$ cat src/hdl/rtc_port_pkg.sv
// constants for the locked indirect register port of the low-power clock
// assumes a byte-wide processor register interface on one system clock
package rtc_port_pkg;

	// ------------------------------------------------------------
	// processor-visible port selectors
	// ------------------------------------------------------------
	localparam logic [1:0] SEL_KEY  = 2'h0;
	localparam logic [1:0] SEL_ADDR = 2'h1;
	localparam logic [1:0] SEL_DATA = 2'h2;

	// ------------------------------------------------------------
	// internal register map
	// ------------------------------------------------------------
	localparam logic [7:0] ADDR_CAPTURE0   = 8'h00;
	localparam logic [7:0] ADDR_CAPTURE3   = 8'h03;
	localparam logic [7:0] ADDR_STATE_CTRL = 8'h04;
	localparam logic [7:0] ADDR_OSC_CTRL   = 8'h05;
	localparam logic [7:0] ADDR_OSC_CFG    = 8'h06;
	localparam logic [7:0] ADDR_PIN_CFG    = 8'h07;
	localparam logic [7:0] ADDR_ALARM0     = 8'h08;
	localparam logic [7:0] ADDR_ALARM3     = 8'h0b;

	// ------------------------------------------------------------
	// reset values and field layout
	// ------------------------------------------------------------
	localparam logic [7:0] RESET_BYTE      = 8'h00;
	localparam logic [7:0] PIN_CFG_RESET   = 8'h00;
	localparam int         PIN_SHORT_BIT   = 7;
	localparam logic [7:0] PIN_CFG_WMASK   = 8'h80;

	// ------------------------------------------------------------
	// unlock keys and status codes
	// ------------------------------------------------------------
	localparam logic [7:0] KEY_FIRST  = 8'ha5;
	localparam logic [7:0] KEY_SECOND = 8'hf1;

	typedef enum logic [1:0] {
		LOCK_IDLE     = 2'b00,
		LOCK_HALF     = 2'b01,
		LOCK_OPEN     = 2'b10,
		LOCK_DISABLED = 2'b11
	} lock_state_t;

	localparam logic [7:0] STATUS_IDLE     = 8'h00;
	localparam logic [7:0] STATUS_HALF     = 8'h01;
	localparam logic [7:0] STATUS_OPEN     = 8'h02;
	localparam logic [7:0] STATUS_DISABLED = 8'h03;

endpackage : rtc_port_pkg

$ cat src/hdl/rtc_locked_indirect_register_port.sv
// locked indirect register port of the low-power clock: key lock, address, data
// assumes one-cycle read/write strobes from the processor on core_clk
module rtc_locked_indirect_register_port
	import rtc_port_pkg::*;
(
	input  wire logic        core_clk,
	input  wire logic        reset,
	input  wire logic        bus_wr,
	input  wire logic        bus_rd,
	input  wire logic [1:0]  bus_sel,
	input  wire logic [7:0]  bus_wdata,
	output logic      [7:0]  bus_rdata,
	output logic             bus_rvalid,
	output logic      [31:0] timer_capture,
	output logic             capture_load,
	output logic      [7:0]  clock_state_control,
	output logic      [7:0]  oscillator_control,
	output logic      [7:0]  oscillator_configuration,
	output logic      [7:0]  pin_configuration,
	output logic      [31:0] alarm_value,
	output logic      [1:0]  lock_state
);
	import rtc_port_pkg::*;

	lock_state_t lock_q;
	logic [7:0]  addr_q;
	logic [7:0]  rdata_q;
	logic        rvalid_q;
	logic [7:0]  capture_q [4];
	logic [7:0]  alarm_q [4];
	logic [7:0]  state_ctrl_q;
	logic [7:0]  osc_ctrl_q;
	logic [7:0]  osc_cfg_q;
	logic [7:0]  pin_cfg_q;
	logic        load_q;

	logic        key_wr;
	logic        addr_wr;
	logic        idx_access;
	logic        port_open;
	logic        data_wr;
	logic        wr_state_ctrl;
	logic        wr_osc_ctrl;
	logic        wr_osc_cfg;
	logic        wr_pin_cfg;
	logic        in_capture;
	logic        in_alarm;
	logic [7:0]  ind_rdata;
	logic [7:0]  key_status;

	// ------------------------------------------------------------
	// strobe decode
	// ------------------------------------------------------------
	assign port_open  = lock_q == LOCK_OPEN;
	assign key_wr     = bus_wr && bus_sel == SEL_KEY;
	// address or data access; key reads are not indirect accesses
	assign idx_access = (bus_wr || bus_rd) && (bus_sel == SEL_ADDR || bus_sel == SEL_DATA);
	assign addr_wr    = bus_wr && bus_sel == SEL_ADDR && port_open;
	assign data_wr    = bus_wr && bus_sel == SEL_DATA && port_open;

	// per-register write enables; an unmapped address raises none of them
	assign wr_state_ctrl = data_wr && addr_q == ADDR_STATE_CTRL;
	assign wr_osc_ctrl   = data_wr && addr_q == ADDR_OSC_CTRL;
	assign wr_osc_cfg    = data_wr && addr_q == ADDR_OSC_CFG;
	assign wr_pin_cfg    = data_wr && addr_q == ADDR_PIN_CFG;

	// byte windows of the two multi-byte registers
	assign in_capture = addr_q <= ADDR_CAPTURE3;
	assign in_alarm   = addr_q >= ADDR_ALARM0 && addr_q <= ADDR_ALARM3;

	// ------------------------------------------------------------
	// lock state machine
	// ------------------------------------------------------------
	always_ff @(posedge core_clk) begin
		if (reset) begin
			lock_q <= LOCK_IDLE;
		end else begin
			case (lock_q)
				LOCK_IDLE: begin
					if (idx_access) begin
						lock_q <= LOCK_DISABLED;
					end else if (key_wr) begin
						lock_q <= (bus_wdata == KEY_FIRST) ? LOCK_HALF : LOCK_DISABLED;
					end
				end
				LOCK_HALF: begin
					// no timeout: the state waits indefinitely for the second key
					if (idx_access) begin
						lock_q <= LOCK_DISABLED;
					end else if (key_wr) begin
						lock_q <= (bus_wdata == KEY_SECOND) ? LOCK_OPEN : LOCK_DISABLED;
					end
				end
				LOCK_OPEN: begin
					if (key_wr) begin
						lock_q <= LOCK_IDLE;
					end
				end
				LOCK_DISABLED: begin
					// only a system reset leaves this state; key writes are ignored here
					lock_q <= LOCK_DISABLED;
				end
				default: begin
					lock_q <= LOCK_DISABLED;
				end
			endcase
		end
	end

	// ------------------------------------------------------------
	// indirect address
	// ------------------------------------------------------------
	always_ff @(posedge core_clk) begin
		if (reset) begin
			addr_q <= 8'h00;
		end else if (addr_wr) begin
			// kept across a relock, so a fresh unlock resumes at the last address
			addr_q <= bus_wdata;
		end
	end

	// ------------------------------------------------------------
	// internal registers
	// ------------------------------------------------------------
	// one loop serves both four-byte registers; byte n sits at its base address plus n
	genvar g;
	generate
		for (g = 0; g < 4; g++) begin : g_bytes
			always_ff @(posedge core_clk) begin
				if (reset) begin
					capture_q[g] <= RESET_BYTE;
					alarm_q[g]   <= RESET_BYTE;
				end else if (data_wr) begin
					if (addr_q == ADDR_CAPTURE0 + 8'(g)) begin
						capture_q[g] <= bus_wdata;
					end
					if (addr_q == ADDR_ALARM0 + 8'(g)) begin
						alarm_q[g] <= bus_wdata;
					end
				end
			end
		end
	endgenerate

	// ------------------------------------------------------------
	// control and configuration bytes
	// ------------------------------------------------------------
	always_ff @(posedge core_clk) begin
		if (reset) begin
			state_ctrl_q <= RESET_BYTE;
		end else if (wr_state_ctrl) begin
			state_ctrl_q <= bus_wdata;
		end
	end

	always_ff @(posedge core_clk) begin
		if (reset) begin
			osc_ctrl_q <= RESET_BYTE;
		end else if (wr_osc_ctrl) begin
			osc_ctrl_q <= bus_wdata;
		end
	end

	always_ff @(posedge core_clk) begin
		if (reset) begin
			osc_cfg_q <= RESET_BYTE;
		end else if (wr_osc_cfg) begin
			osc_cfg_q <= bus_wdata;
		end
	end

	// reserved bits hold their value whatever software writes, so a careless
	// read-modify-write cannot disturb them
	always_ff @(posedge core_clk) begin
		if (reset) begin
			pin_cfg_q <= PIN_CFG_RESET;
		end else if (wr_pin_cfg) begin
			pin_cfg_q <= (pin_cfg_q & ~PIN_CFG_WMASK) | (bus_wdata & PIN_CFG_WMASK);
		end
	end

	// ------------------------------------------------------------
	// timer load pulse
	// ------------------------------------------------------------
	// pulse after a write to the top capture byte so the timer takes all four bytes
	always_ff @(posedge core_clk) begin
		if (reset) begin
			load_q <= 1'b0;
		end else begin
			load_q <= data_wr && addr_q == ADDR_CAPTURE3;
		end
	end

	// ------------------------------------------------------------
	// read path
	// ------------------------------------------------------------
	always_comb begin
		ind_rdata = 8'h00;
		if (in_capture) begin
			ind_rdata = capture_q[addr_q[1:0]];
		end else if (in_alarm) begin
			ind_rdata = alarm_q[addr_q[1:0]];
		end else begin
			case (addr_q)
				ADDR_STATE_CTRL: begin
					ind_rdata = state_ctrl_q;
				end
				ADDR_OSC_CTRL: begin
					ind_rdata = osc_ctrl_q;
				end
				ADDR_OSC_CFG: begin
					ind_rdata = osc_cfg_q;
				end
				ADDR_PIN_CFG: begin
					ind_rdata = pin_cfg_q;
				end
				default: begin
					ind_rdata = 8'h00;
				end
			endcase
		end
	end

	// lock status code; reading it has no effect on the lock state machine
	always_comb begin
		key_status = STATUS_DISABLED;
		case (lock_q)
			LOCK_IDLE: begin
				key_status = STATUS_IDLE;
			end
			LOCK_HALF: begin
				key_status = STATUS_HALF;
			end
			LOCK_OPEN: begin
				key_status = STATUS_OPEN;
			end
			default: begin
				key_status = STATUS_DISABLED;
			end
		endcase
	end

	// read data is held until the next read so a slow processor may fetch it late
	always_ff @(posedge core_clk) begin
		if (reset) begin
			rdata_q <= 8'h00;
		end else if (bus_rd) begin
			case (bus_sel)
				SEL_KEY: begin
					rdata_q <= key_status;
				end
				SEL_ADDR: begin
					rdata_q <= port_open ? addr_q : 8'h00;
				end
				SEL_DATA: begin
					rdata_q <= port_open ? ind_rdata : 8'h00;
				end
				default: begin
					rdata_q <= 8'h00;
				end
			endcase
		end
	end

	always_ff @(posedge core_clk) begin
		if (reset) begin
			rvalid_q <= 1'b0;
		end else begin
			rvalid_q <= bus_rd;
		end
	end

	assign bus_rdata                = rdata_q;
	assign bus_rvalid               = rvalid_q;
	assign timer_capture            = {capture_q[3], capture_q[2], capture_q[1], capture_q[0]};
	assign capture_load             = load_q;
	assign clock_state_control      = state_ctrl_q;
	assign oscillator_control       = osc_ctrl_q;
	assign oscillator_configuration = osc_cfg_q;
	assign pin_configuration        = pin_cfg_q;
	assign alarm_value              = {alarm_q[3], alarm_q[2], alarm_q[1], alarm_q[0]};
	assign lock_state               = lock_q;

endmodule : rtc_locked_indirect_register_port

$ cat config.mk
export PLATFORM = sky130hd
export DESIGN_NAME = rtc_locked_indirect_register_port
export DESIGN_NICKNAME = d
export VERILOG_FILES = /design/src/hdl/rtc_port_pkg.sv /design/src/hdl/rtc_locked_indirect_register_port.sv
export SDC_FILE = /design/constraint.sdc
export NUM_CORES = 1
export LEC_CHECK = 0
export BUFFER_PORTS_ARGS = -buffer_cell sky130_fd_sc_hd__clkbuf_2
export CAP_MARGIN = 20
export CORE_ASPECT_RATIO = 1.4
export CORE_MARGIN = 1.5
export CORE_UTILIZATION = 54
export DETAILED_ROUTE_END_ITERATION = 6
export HOLD_SLACK_MARGIN = 0.02
export PLACE_DENSITY = 0.78
export REMOVE_ABC_BUFFERS = 1
export SLEW_MARGIN = 5
export SYNTH_ARGS = -nofsm -noshare
export SYNTH_HDL_FRONTEND = slang
export SYNTH_SLANG_ARGS = --single-unit
$ cat constraint.sdc
create_clock -name core_clk -period 2.15 [get_ports core_clk]
set_input_delay 0 -clock core_clk [delete_from_list [all_inputs] [get_ports core_clk]]
set_output_delay 0 -clock core_clk [all_outputs]
set_load 0.05 [all_outputs]
* Yosys cells after proc, flatten, opt, wreduce, memory -nomap -nowiden
Memory sizes are Yosys's and may differ from the RTL's. A register that Yosys moved wholly into a read port is not among the register bits. Cells that the tools add are included.
Word-level totals: memories 2, logic and storage cells 123, RAM bits 64, output and inout port bits 108, flip-flop bits (word level) 52
Operators by class: equality and inequality tests 21, magnitude comparators 3, reduce and logical (&&, ||, !) cells 18, mux-type cells 61, bitwise gates (word level) 9
Memories:
- alarm_q | words 4, bits a word 8, rd ports 5, clocked after memory_dff 1, write ports 4, RTL line rtc_locked_indirect_register_port.sv:30 | logic [7:0] alarm_q [4];
- capture_q | words 4, bits a word 8, rd ports 5, clocked after memory_dff 1, write ports 4, RTL line rtc_locked_indirect_register_port.sv:29 | logic [7:0] capture_q [4];
Operator list (count):
- 8-bit two-way mux | 12
- 1-bit two-way mux | 35
- 8-bit by 3-bit == test with 1-bit output, second input constant | 4
- 8-bit by 4-bit == test with 1-bit output, second input constant | 4
- 8-bit case mux with 4 select lines | 1
- 8-bit case mux with 3 select lines | 1
- 2-bit two-way mux | 10
- 8-bit by 2-bit == test with 1-bit output, second input constant | 2
- 8-bit == test, second input constant | 2
- 1-bit logical AND | 12
- 8-bit by 1-bit == test with 1-bit output, second input constant | 1
- 8-bit by 4-bit greater-or-equal comparator with 1-bit output, second input constant | 1
- 8-bit by 2-bit less-or-equal comparator with 1-bit output, second input constant | 1
- 8-bit by 4-bit less-or-equal comparator with 1-bit output, second input constant | 1
- 8-bit zero test | 1
- 1-bit bitwise OR | 8
- 7-bit by 8-bit bitwise OR with 8-bit output | 1
- 2-bit case mux with 4 select lines | 1
- 2-bit == test, second input constant | 3
- 3-bit inequality test, second input constant | 2
- 2-bit case mux with 3 select lines | 1
- 2-bit by 1-bit == test with 1-bit output, second input constant | 2
- 2-bit zero test | 2
- 3-bit AND reduction | 1
- other kinds (2) | 3

* Logic depth before layout (Yosys ltp)
Gate-level depths: netlist (run 1).
depth after elaboration 7, gate-level depth with buffers 7, gate-level depth less buffers 6

* Least setup slack after synthesis (run 1)
No wires, ideal clock.
kind register to register, start register lock_q[1], in the netlist lock_state[1], end memory capture_q[2][0] (enable), path slack 112 ps, path buffers 0, arrival 1663 ps, cell stages (with the launch flop) 4, clock period less this slack 2038 ps, data required time 1775 ps, cells stage by stage dfxtp_1 > nor2b_1 > nand2_1 > o21bai_1
RTL lines:
- start: declaration | RTL line rtc_locked_indirect_register_port.sv:25 | lock_state_t lock_q;
- start signal: assignment | RTL line rtc_locked_indirect_register_port.sv:83 | lock_q <= (bus_wdata == KEY_FIRST) ? LOCK_HALF : LOCK_DISABLED;
- start signal: assignment | RTL line rtc_locked_indirect_register_port.sv:91 | lock_q <= (bus_wdata == KEY_SECOND) ? LOCK_OPEN : LOCK_DISABLED;
- end: declaration | RTL line rtc_locked_indirect_register_port.sv:29

==> results of run 1 <==
==> critical path: stages (launching register included) <==
cell and delay (ns):
dfxtp_1 0.41, nor4_4 0.49, nand2_2 0.31, nor3_2 0.41, and2_1 0.20
==> state kept, by name, indices dropped and copies added, names as in the netlist, named ones only <==
| signal | count |
|---|---|
| addr_q | 8 |
| alarm_q | 32 |
| bus_rdata | 8 |
| bus_rvalid | 1 |
| capture_load | 1 |
| capture_q | 32 |
| clock_state_control | 8 |
| lock_state | 2 |
| oscillator_configuration | 8 |
| oscillator_control | 8 |
| pin_configuration | 1 |
==> path summary, 6_finish.rpt <==
| kind | to | depth (start not counted) | slack (ns) |
|---|---|---|---|
| worst min register to register | addr_q[7] | 2 | 0.51 |
| worst min-delay path | addr_q[3] | 4 | 0.11 |
| worst max-delay path | capture_q[0][2] | 4 | 0.19 |
| worst max register to register | capture_q[0][2] | 4 | 0.19 |
==> area by class of cell <==
| class | count | area share [%] |
|---|---|---|
| clock buffers | 11 | 3.815 |
| multi-input cells | 300 | 36.07 |
| clock inverters | 5 | 0.6096 |
| well taps | 132 | 2.596 |
| repair buffers | 135 | 11.68 |
| inverters | 4 | 0.2360 |
| flip-flops and latches | 111 | 45.00 |
==> layer usage <==
metal	vias up	routed length, um	global-route usage [%]
met3	25	624	3.276
met1	2002	5511	34.92
met5	-	0	0
li1	1834	-	-
met4	0	402	12.40
met2	142	7378	46.95
==> placed cells by master, fill, tap and decap left out, types with 4 or more instances in the layout <==
cell / count
a21oi_1: 11
a22oi_1: 8
and2_1: 69
buf_4: 19
clkbuf_16: 9
clkbuf_2: 114
conb_1: 7
dfxtp_1: 47
edfxtp_1: 64
ha_1: 4
inv_1: 4
mux2i_1: 32
mux4_2: 17
nand2_1: 28
nand2b_1: 6
nor2_1: 37
nor2b_1: 10
nor3_2: 6
o21ai_0: 5
o21bai_1: 11
o2bb2ai_1: 7
==> power groups by stage <==
| stage | combinational (mW) | sequential (mW) | clock (mW) |
|---|---|---|---|
| 2_1_floorplan | 0.158 | 2.56 | 0 |
| 3_3_place_gp | 0.530 | 2.38 | 0 |
| 3_5_place_dp | 0.536 | 2.38 | 0 |
| 4_1_cts | 0.538 | 2.33 | 1.61 |
| 5_1_grt | 0.567 | 2.34 | 1.69 |
| 6_report | 0.539 | 2.33 | 1.60 |
==> per-stage QoR <==
stage	instance area, um^2	power (mW)	utilization (%)	setup WS (ns)
2_1_floorplan	5172	2.717	-	0.08174
3_3_place_gp	6071	2.909	63.83	0.3088
3_5_place_dp	6071	2.917	63.83	0.2332
4_1_cts	6362	4.481	66.89	0.2221
5_1_grt	6362	4.590	66.89	0.02930
6_report	6362	4.474	66.89	0.1950
==> repair_timing <==
action,CTS,global route
setup buffers,0,0
endpoints found under the hold margin,1,0
hold buffers,1,0
==> cells by family (layout without fill, tap and decap cells) <==
logic type               count (synthesis)  count (layout)  share of synthesized area [%]
AO/OA/AOI/OAI                           58              58                          8.136
adder cells (fa/ha/maj)                  4               4                         0.9379
buffers and inverters                   40             155                          3.775
flip-flops                             111             111                          53.65
multiplexers                            49              49                          13.18
other                                    1               7                        0.07027
AND/OR/NAND/NOR                        182             182                          20.26
==> synthesized netlist by cell type (2+ instances only) <==
library cell	n
and3b_1	2
ha_1	4
buf_4	10
o221ai_1	3
and4_1	2
buf_2	5
o21ai_0	5
nor2_1	37
nor2b_1	10
o21a_1	2
nor3_2	6
edfxtp_1	64
o21bai_1	11
clkbuf_1	20
and2_1	69
nand4_2	2
nor3_4	2
and3_1	3
a31oi_1	2
mux4_2	17
nor3b_1	2
nand2b_1	6
o41ai_2	3
nand4b_1	3
o22ai_1	2
nand2_1	28
a22oi_1	8
a21oi_1	11
inv_1	4
mux2i_1	32
dfxtp_1	47
o2bb2ai_1	7
==> summary.md, run 1 <==
| Metric | Value |
|---|---|
| Outcome | `complete, no violations` |
| Internal | `3.254 mW` |
| Post-synth EDFFs | `64` |
| Overflow after GRT | `0` |
| Number of global-route vias before repair | `3877` |
| Setup repair after global routing missed its margin | `false` |
| Reg area | `2863 um^2` |
| First-pass GRT wire length | `21240 um` |
| Sequential-to-total area share from yosys stat | `53.65%` |
| H-Tree Depth | `3` |
| Fin crit share | `90.93%` |
| Final-report setup violation count | `0` |
| CTS Sinks | `111` |
| Pwr dens | `703.1 nW/um^2` |
| WL final | `13920 um` |
| Die area | `around 10000 um^2` |
| Initial Util | `56.10%` |
| Fmax | `511.5 MHz` |
| Core box area | `9512 um^2` |
| Num rows | `42` |
| Hold Slack | `0.1070 ns` |
| Hold path start | `bus_wdata[3]` |
| # nets final | `579` |
| CTS Root Cell | `clkbuf_16` |
| Layout Skew | `0.009360 ns` |
| Seq cells post-synth | `111` |
| Die Width | `roughly 87 um` |
| DR vias/cell | `5.735` |
| Initial drt markers | `a little over 300` |
| GP Congestion | `0.9575` |
| Comb pwr share | `between 10% and 20%` |
| ANT cells | `0` |
| Maximum vdd drop | `0.5017 mV` |
| All-layer global routing usage | `between 20% and 30%` |
| CTS tree | `built` |
| Detailed Routing Iterations Pass 1 | `5` |
| Dpl hpwl | `about 10000 um` |
| Min cycle time layout | `about 2.0 ns` |
| Area delta synth->final | `19.23%` |
| Static leakage | `2.722 nW` |
| Drc violations | `0` |
| Vias post-DR | `4003` |
| Synth Warn # | `0` |
| Count of different cell masters after synthesis | `48` |
| Critical path class | `flip-flop to flip-flop` |
| Sw Pwr | `1.220 mW` |
| Post-Layout Cell Count | `698` |
| CP Max Fanout | `13` |
| Final Max Tran Viols | `0` |
| Wire per inst | `approximately 20 um` |
| Clock latency on the worst-skew pair | `0.35 ns` |
| Top FF cell, synth | `edfxtp_1` |
| Multi-input logic area | `2295 um^2` |
| Top Ports | `122` |
| Netlist Area Pre-Place | `5336 um^2` |
| FILL cells | `742` |
| Critical Path Source | `addr_q[3]` |
| Final Hold Vio Count | `0` |
| CTS max path bufs | `2` |
| IO buf count | `between 100 and 150` |
| Fraction of power consumed by sequential logic | `52.2%` |
| Syn_area_per_cell | `11.99 um^2` |
| Post-synth top area cell | `edfxtp_1` |
| Arr. time, crit path | `between 2 and 2.5 ns` |
| Initial antenna violation count | `0` |
| Setup TNS | `0 ns` |
| Startpoint types | `flip-flop` |
| Cts repair resizes | `0` |
| Top-area cell type share of the netlist area | `approximately 36%` |
| Area contributors post-synth | `edfxtp_1 (36%), dfxtp_1 (18%), and2_1 (8.1%), mux4_2 (7.2%), mux2i_1 (6.0%)` |
| Sw Ratio | `27.27%` |
| Height of the die | `120.6 um` |
| Worst hold path type | `input pin to flip-flop` |
| Async set-reset flop share out of synthesis | `0%` |
| Placed instance count | `681` |
| Slew @ Worst Pin | `approximately 0.81 ns` |
| DRT antenna net count | `0` |
| Clock-pin slew on the worst setup and hold paths | `roughly 0.070 ns` |
| Worst path required time | `2.37 ns` |
| Slew HR | `between 40% and 50%` |
| Max-Cap Viols | `0` |
| Clk network pwr share | `35.8%` |
| Reg-to-reg startpoint | `addr_q[3]` |
| Layout cell share with drive strength beyond 1 | `a little under a third` |
| Pin count of the biggest net entering global routing | `28` |
| Endpoint class of the critical path | `flip-flop` |
| TritonCTS Buffers | `9` |
| Post-synthesis cell count | `445` |
Note: power is estimated with default switching activity, not from simulation.
==> run 2, diff against run 1 <==
SETUP_SLACK_MARGIN = 0.3   (was default)
SLEW_MARGIN = 20   (was 5)
==> summary.md, run 2 (synthesis gave the netlist of run 1 again) <==
| Metric | Value |
|---|---|
| Outcome | `complete, no violations` |
| Arr. time, crit path | `slightly below 2 ns` |
| CTS tree | `built` |
| Final Hold Vio Count | `0` |
| Fin crit share | `just over 80%` |
| Height of the die | `120.6 um` |
| Pin count of the biggest net entering global routing | `28` |
| Endpoint class of the critical path | `flip-flop` |
| CTS max path bufs | `2` |
| Top Ports | `122` |
| Hold Slack | `0.1017 ns` |
| DRT antenna net count | `0` |
| Initial antenna violation count | `0` |
| Slew @ Worst Pin | `between 0.8 and 0.9 ns` |
| Drc violations | `0` |
| Area delta synth->final | `21.24%` |
| Setup TNS | `0 ns` |
| Max-Cap Viols | `0` |
| Static leakage | `between 2 and 3 nW` |
| GP Congestion | `0.9575` |
| Layout Skew | `0.009007 ns` |
| Fmax | `approximately 560 MHz` |
| Largest regs | `alarm_q x32, capture_q x32` |
| Pwr dens | `693.6 nW/um^2` |
| Critical path cell sequence | `buf_12, buf_4, mux4_2, a22oi_1, o221ai_1` |
| Worst hold path type | `input pin to flip-flop` |
| DR vias/cell | `5.740` |
| Most frequent cells in the layout | `clkbuf_2 (114), and2_1 (68), edfxtp_1 (64)` |
| Critical path's slowest cell | `mux4_2` |
| CP Max Fanout | `10` |
| First-pass GRT wire length | `21240 um` |
| Overflow after GRT | `0` |
| Most common cell after layout, fill and taps aside | `clkbuf_2` |
| CTS Sinks | `111` |
| Detailed Routing Iterations Pass 1 | `7` |
| Worst path max stage delay | `0.53 ns` |
| Setup repair after global routing missed its margin | `false` |
| Number of global-route vias before repair | `3877` |
| Wire per inst | `19.82 um` |
| Placed instance count | `681` |
| Core box area | `roughly 9500 um^2` |
| Maximum vdd drop | `0.5035 mV` |
| Clock-pin slew on the worst setup and hold paths | `0.07 ns` |
| All-layer global routing usage | `27.60%` |
| Die Width | `87.02 um` |
| CTS Root Cell | `clkbuf_16` |
| Setup WS pre-CTS | `0.2332 ns` |
| Startpoint types | `flip-flop` |
| Worst path required time | `2.37 ns` |
| ANT cells | `0` |
| Final Max Tran Viols | `0` |
| FILL cells | `slightly above 700` |
| TritonCTS Buffers | `9` |
| # nets final | `586` |
| Critical path class | `flip-flop to flip-flop` |
| Clock latency on the worst-skew pair | `0.35 ns` |
| Num rows | `42` |
| Die area | `10500 um^2` |
| Layout cell share with drive strength beyond 1 | `34.03%` |
| H-Tree Depth | `3` |
| Slew HR | `42.50%` |
| Post-Layout Cell Count | `705` |
| Dpl hpwl | `approximately 10000 um` |
| Final-report setup violation count | `0` |
| WL final | `13970 um` |
| IO buf count | `114` |
| Setup ws final | `0.3723 ns` |
| Initial drt markers | `roughly 290` |
| Initial Util | `56.10%` |
| Vias post-DR | `4047` |
| Min cycle time layout | `about 1.8 ns` |
| Tot Pwr | `4.488 mW` |
## run 2: report_power, final
group	switching [mW]	internal, mW	total, mW
registers	0.0413	2.29	2.33
clock network	0.775	0.830	1.60
logic	0.413	0.137	0.550
total	1.23	3.26	4.49
## run 2: area by class of cell
| cell class | count | area (um^2) | area share [%] |
|---|---|---|---|
| Multi-Input combinational cell | 300 | 2349 | 36.30 |
| Sequential cell | 111 | 2864 | 44.27 |
| Clock inverter | 5 | 38.79 | 0.5995 |
| Timing Repair Buffer | 142 | 795.8 | 12.30 |
| Inverter | 4 | 15.01 | 0.2321 |
| Clock buffer | 11 | 242.7 | 3.752 |
| Tap cell | 132 | 165.2 | 2.553 |
## run 2: final timing paths
kind | to | slack, ns | cells after the start | from
worst max-delay path | bus_rdata[5] | 0.37 | 5 | flip-flop
worst min-delay path | addr_q[3] | 0.10 | 4 | bus_wdata[3]
worst max register to register | bus_rdata[5] | 0.37 | 5 | flip-flop
worst min register to register | addr_q[2] | 0.51 | 2 | addr_q[2]
## run 2: worst max-delay path: cells and delay by family, from the launching register on
| family | cells | cell delay, ns |
|---|---|---|
| buf+inv | 2 | 0.25 |
| compound gates | 2 | 0.50 |
| mux | 1 | 0.53 |
| flops | 1 | 0.36 |
## run 2: per-stage QoR
stage	utilization [%]	instance area, um^2
3_3_place_gp	63.83	6071
4_1_cts	66.90	6364
5_1_grt	68.02	6470
6_report	68.02	6470
3_5_place_dp	63.83	6071
2_1_floorplan	-	5172
## run 2: routing by layer
metal / global-route usage, % / share of wire (%)
met1: 34.92 / 39
met2: 46.95 / 53
met3: 3.276 / 4.8
met4: 12.40 / 3.0
met5: 0 / 0
## run 2: timing repair
item	4_1_cts	5_1_grt
gates resized for setup	1	12
endpoints found under the hold margin	1	0
setup endpoints to repair	77	153
hold buffers	1	0
pin swaps	0	2
setup buffers	0	7
==> run 3, diff against run 2 <==
CORE_UTILIZATION = 49   (was 54)
PLACE_DENSITY = 0.74   (was 0.78)
clock period = 1.5 ns   (was 2.15 ns; I/O delays follow)
==> summary.md, run 3 (synthesis gave the netlist of run 1 again) <==
| Metric | Value |
|---|---|
| Drc violations | `0` |
| Initial antenna violation count | `0` |
| Placed instance count | `743` |
| Most common cell after layout, fill and taps aside | `clkbuf_2` |
| Slew HR | `between 40% and 50%` |
| Fin crit share | `108.0%` |
| Final-report setup violation count | `86` |
| Arr. time, crit path | `1.68 ns` |
| Pwr dens | `about 890 nW/um^2` |
| Setup repair after global routing missed its margin | `true` |
| DRT antenna net count | `0` |
| CTS Sinks | `~110` |
| Clock latency on the worst-skew pair | `approximately 0.35 ns` |
| ANT cells | `0` |
| Setup TNS | `-4.678 ns` |
| Outcome | `finished, violations left` |
| CP Max Fanout | `8` |
| Num rows | `44` |
| Worst path required time | `1.56 ns` |
| TritonCTS Buffers | `9` |
| Slew @ Worst Pin | `~0.74 ns` |
| Finished Cell Area | `7372 um^2` |
| Most frequent cells in the layout | `clkbuf_2 (111), edfxtp_1 (64), buf_4 (63)` |
| Placed inst area | `6536 um^2` |
| Post-Layout Cell Count | `between 700 and 800` |
| Detailed Routing Iterations Pass 1 | `5` |
| Layout cell share with drive strength beyond 1 | `51.90%` |
| # nets final | `roughly 650` |
| FILL cells | `around 710` |
| Setup ws final | `-0.1197 ns` |
| Fmax | `617.4 MHz` |
| All-layer global routing usage | `26.97%` |
| H-Tree Depth | `3` |
| Hold Slack | `0.08115 ns` |
| Critical path class | `flip-flop to flip-flop` |
| Vias post-DR | `approximately 4400` |
| Endpoint class of the critical path | `flip-flop` |
| WL final | `15910 um` |
| CTS tree | `built` |
| Initial drt markers | `380` |
| First-pass GRT wire length | `23420 um` |
| Die area | `11530 um^2` |
| Overflow after GRT | `0` |
| CTS max path bufs | `2` |
| Layout Skew | `0.005779 ns` |
| Final Max Tran Viols | `0` |
| IO buf count | `114` |
| Worst hold path type | `input pin to flip-flop` |
| Top Ports | `122` |
| Pin count of the biggest net entering global routing | `28` |
| Maximum vdd drop | `slightly above 0.7 mV` |
| DR vias/cell | `5.695` |
| Min cycle time layout | `1.620 ns` |
| Final Hold Vio Count | `0` |
| Die Width | `91.20 um` |
| CTS Root Cell | `clkbuf_16` |
| Wire per inst | `20.66 um` |
| Clock-pin slew on the worst setup and hold paths | `about 0.070 ns` |
| Area delta synth->final | `38.15%` |
| Startpoint types | `flip-flop` |
| Height of the die | `126.5 um` |
| Setup WS pre-CTS | `-0.2270 ns` |
| Tot Pwr | `around 6.6 mW` |
| Core box area | `10520 um^2` |
| Core Util, Final | `a little over two thirds` |
| GP Congestion | `around 0.93` |
| Dpl hpwl | `~11000 um` |
| Max-Cap Viols | `0` |
| Static leakage | `3.212 nW` |
| Failing checks | `negative setup slack` |
| Largest regs | `alarm_q x32, capture_q x32` |
| Number of global-route vias before repair | `approximately 4300` |
| Initial Util | `50.75%` |
run 3: changes by cell type in the layout (fill, tap and decap cells not counted), moves of 5 or more:
cell,before,now
a22oi_1,7,1
buf_6,0,17
and2_1,68,41
a21oi_1,11,4
nand2_1,28,16
a22oi_2,1,7
and2_4,0,26
buf_4,26,63
dfxtp_1,46,40
a21oi_2,0,6
nand2_4,1,6
nand2_2,0,6
run 3: per-layer routing:
layer,global-route usage [%],up-vias,part of all wire [%]
met5,0,-,0
met4,13.05,0,3.3
met3,3.837,39,5.2
met2,47.67,208,54
met1,32.03,2174,37
li1,-,1964,-
run 3: timing repair:
| action | 4_1_cts | 5_1_grt |
|---|---|---|
| hold endpoints to repair | 2 | 0 |
| setup buffers | 4 | 5 |
| pin swaps | 23 | 23 |
| hold buffers | 2 | 0 |
| setup endpoints to repair | 174 | 175 |
| gates resized for setup | 60 | 72 |
run 3: worst paths after layout:
check	from	endpoint	slack, ns	cells past startpoint
setup / recovery	addr_q[6]	alarm_q[2][7]	-0.12	6
hold / removal	reset	addr_q[3]	0.08	2
setup reg to reg	addr_q[6]	alarm_q[2][7]	-0.12	6
hold reg to reg	addr_q[6]	addr_q[6]	0.52	2
run 3: worst max-delay path, stage by stage (launching register included):
cell	delay [ns]
dfxtp_4	0.37
buf_4	0.14
nor3_4	0.16
nand3_2	0.12
buf_8	0.17
o21bai_1	0.15
buf_4	0.22
run 3: cell type report:
cell class	instances	area [um^2]	area share [%]
multi-input cells	300	2648	35.91
inverters	4	15.01	0.2037
repair buffers	201	1378	18.69
flip-flops and latches	111	2879	39.05
clock inverters	7	55.05	0.7468
well taps	138	172.7	2.342
clock buffers	9	225.2	3.055
run 3: report_power, final:
group	total (mW)	switching (mW)	internal, mW	leakage [nW]
Sequential	3.34	0.0606	3.28	1.04
Clock	2.29	1.14	1.15	0.134
Combinational	0.959	0.658	0.301	2.03
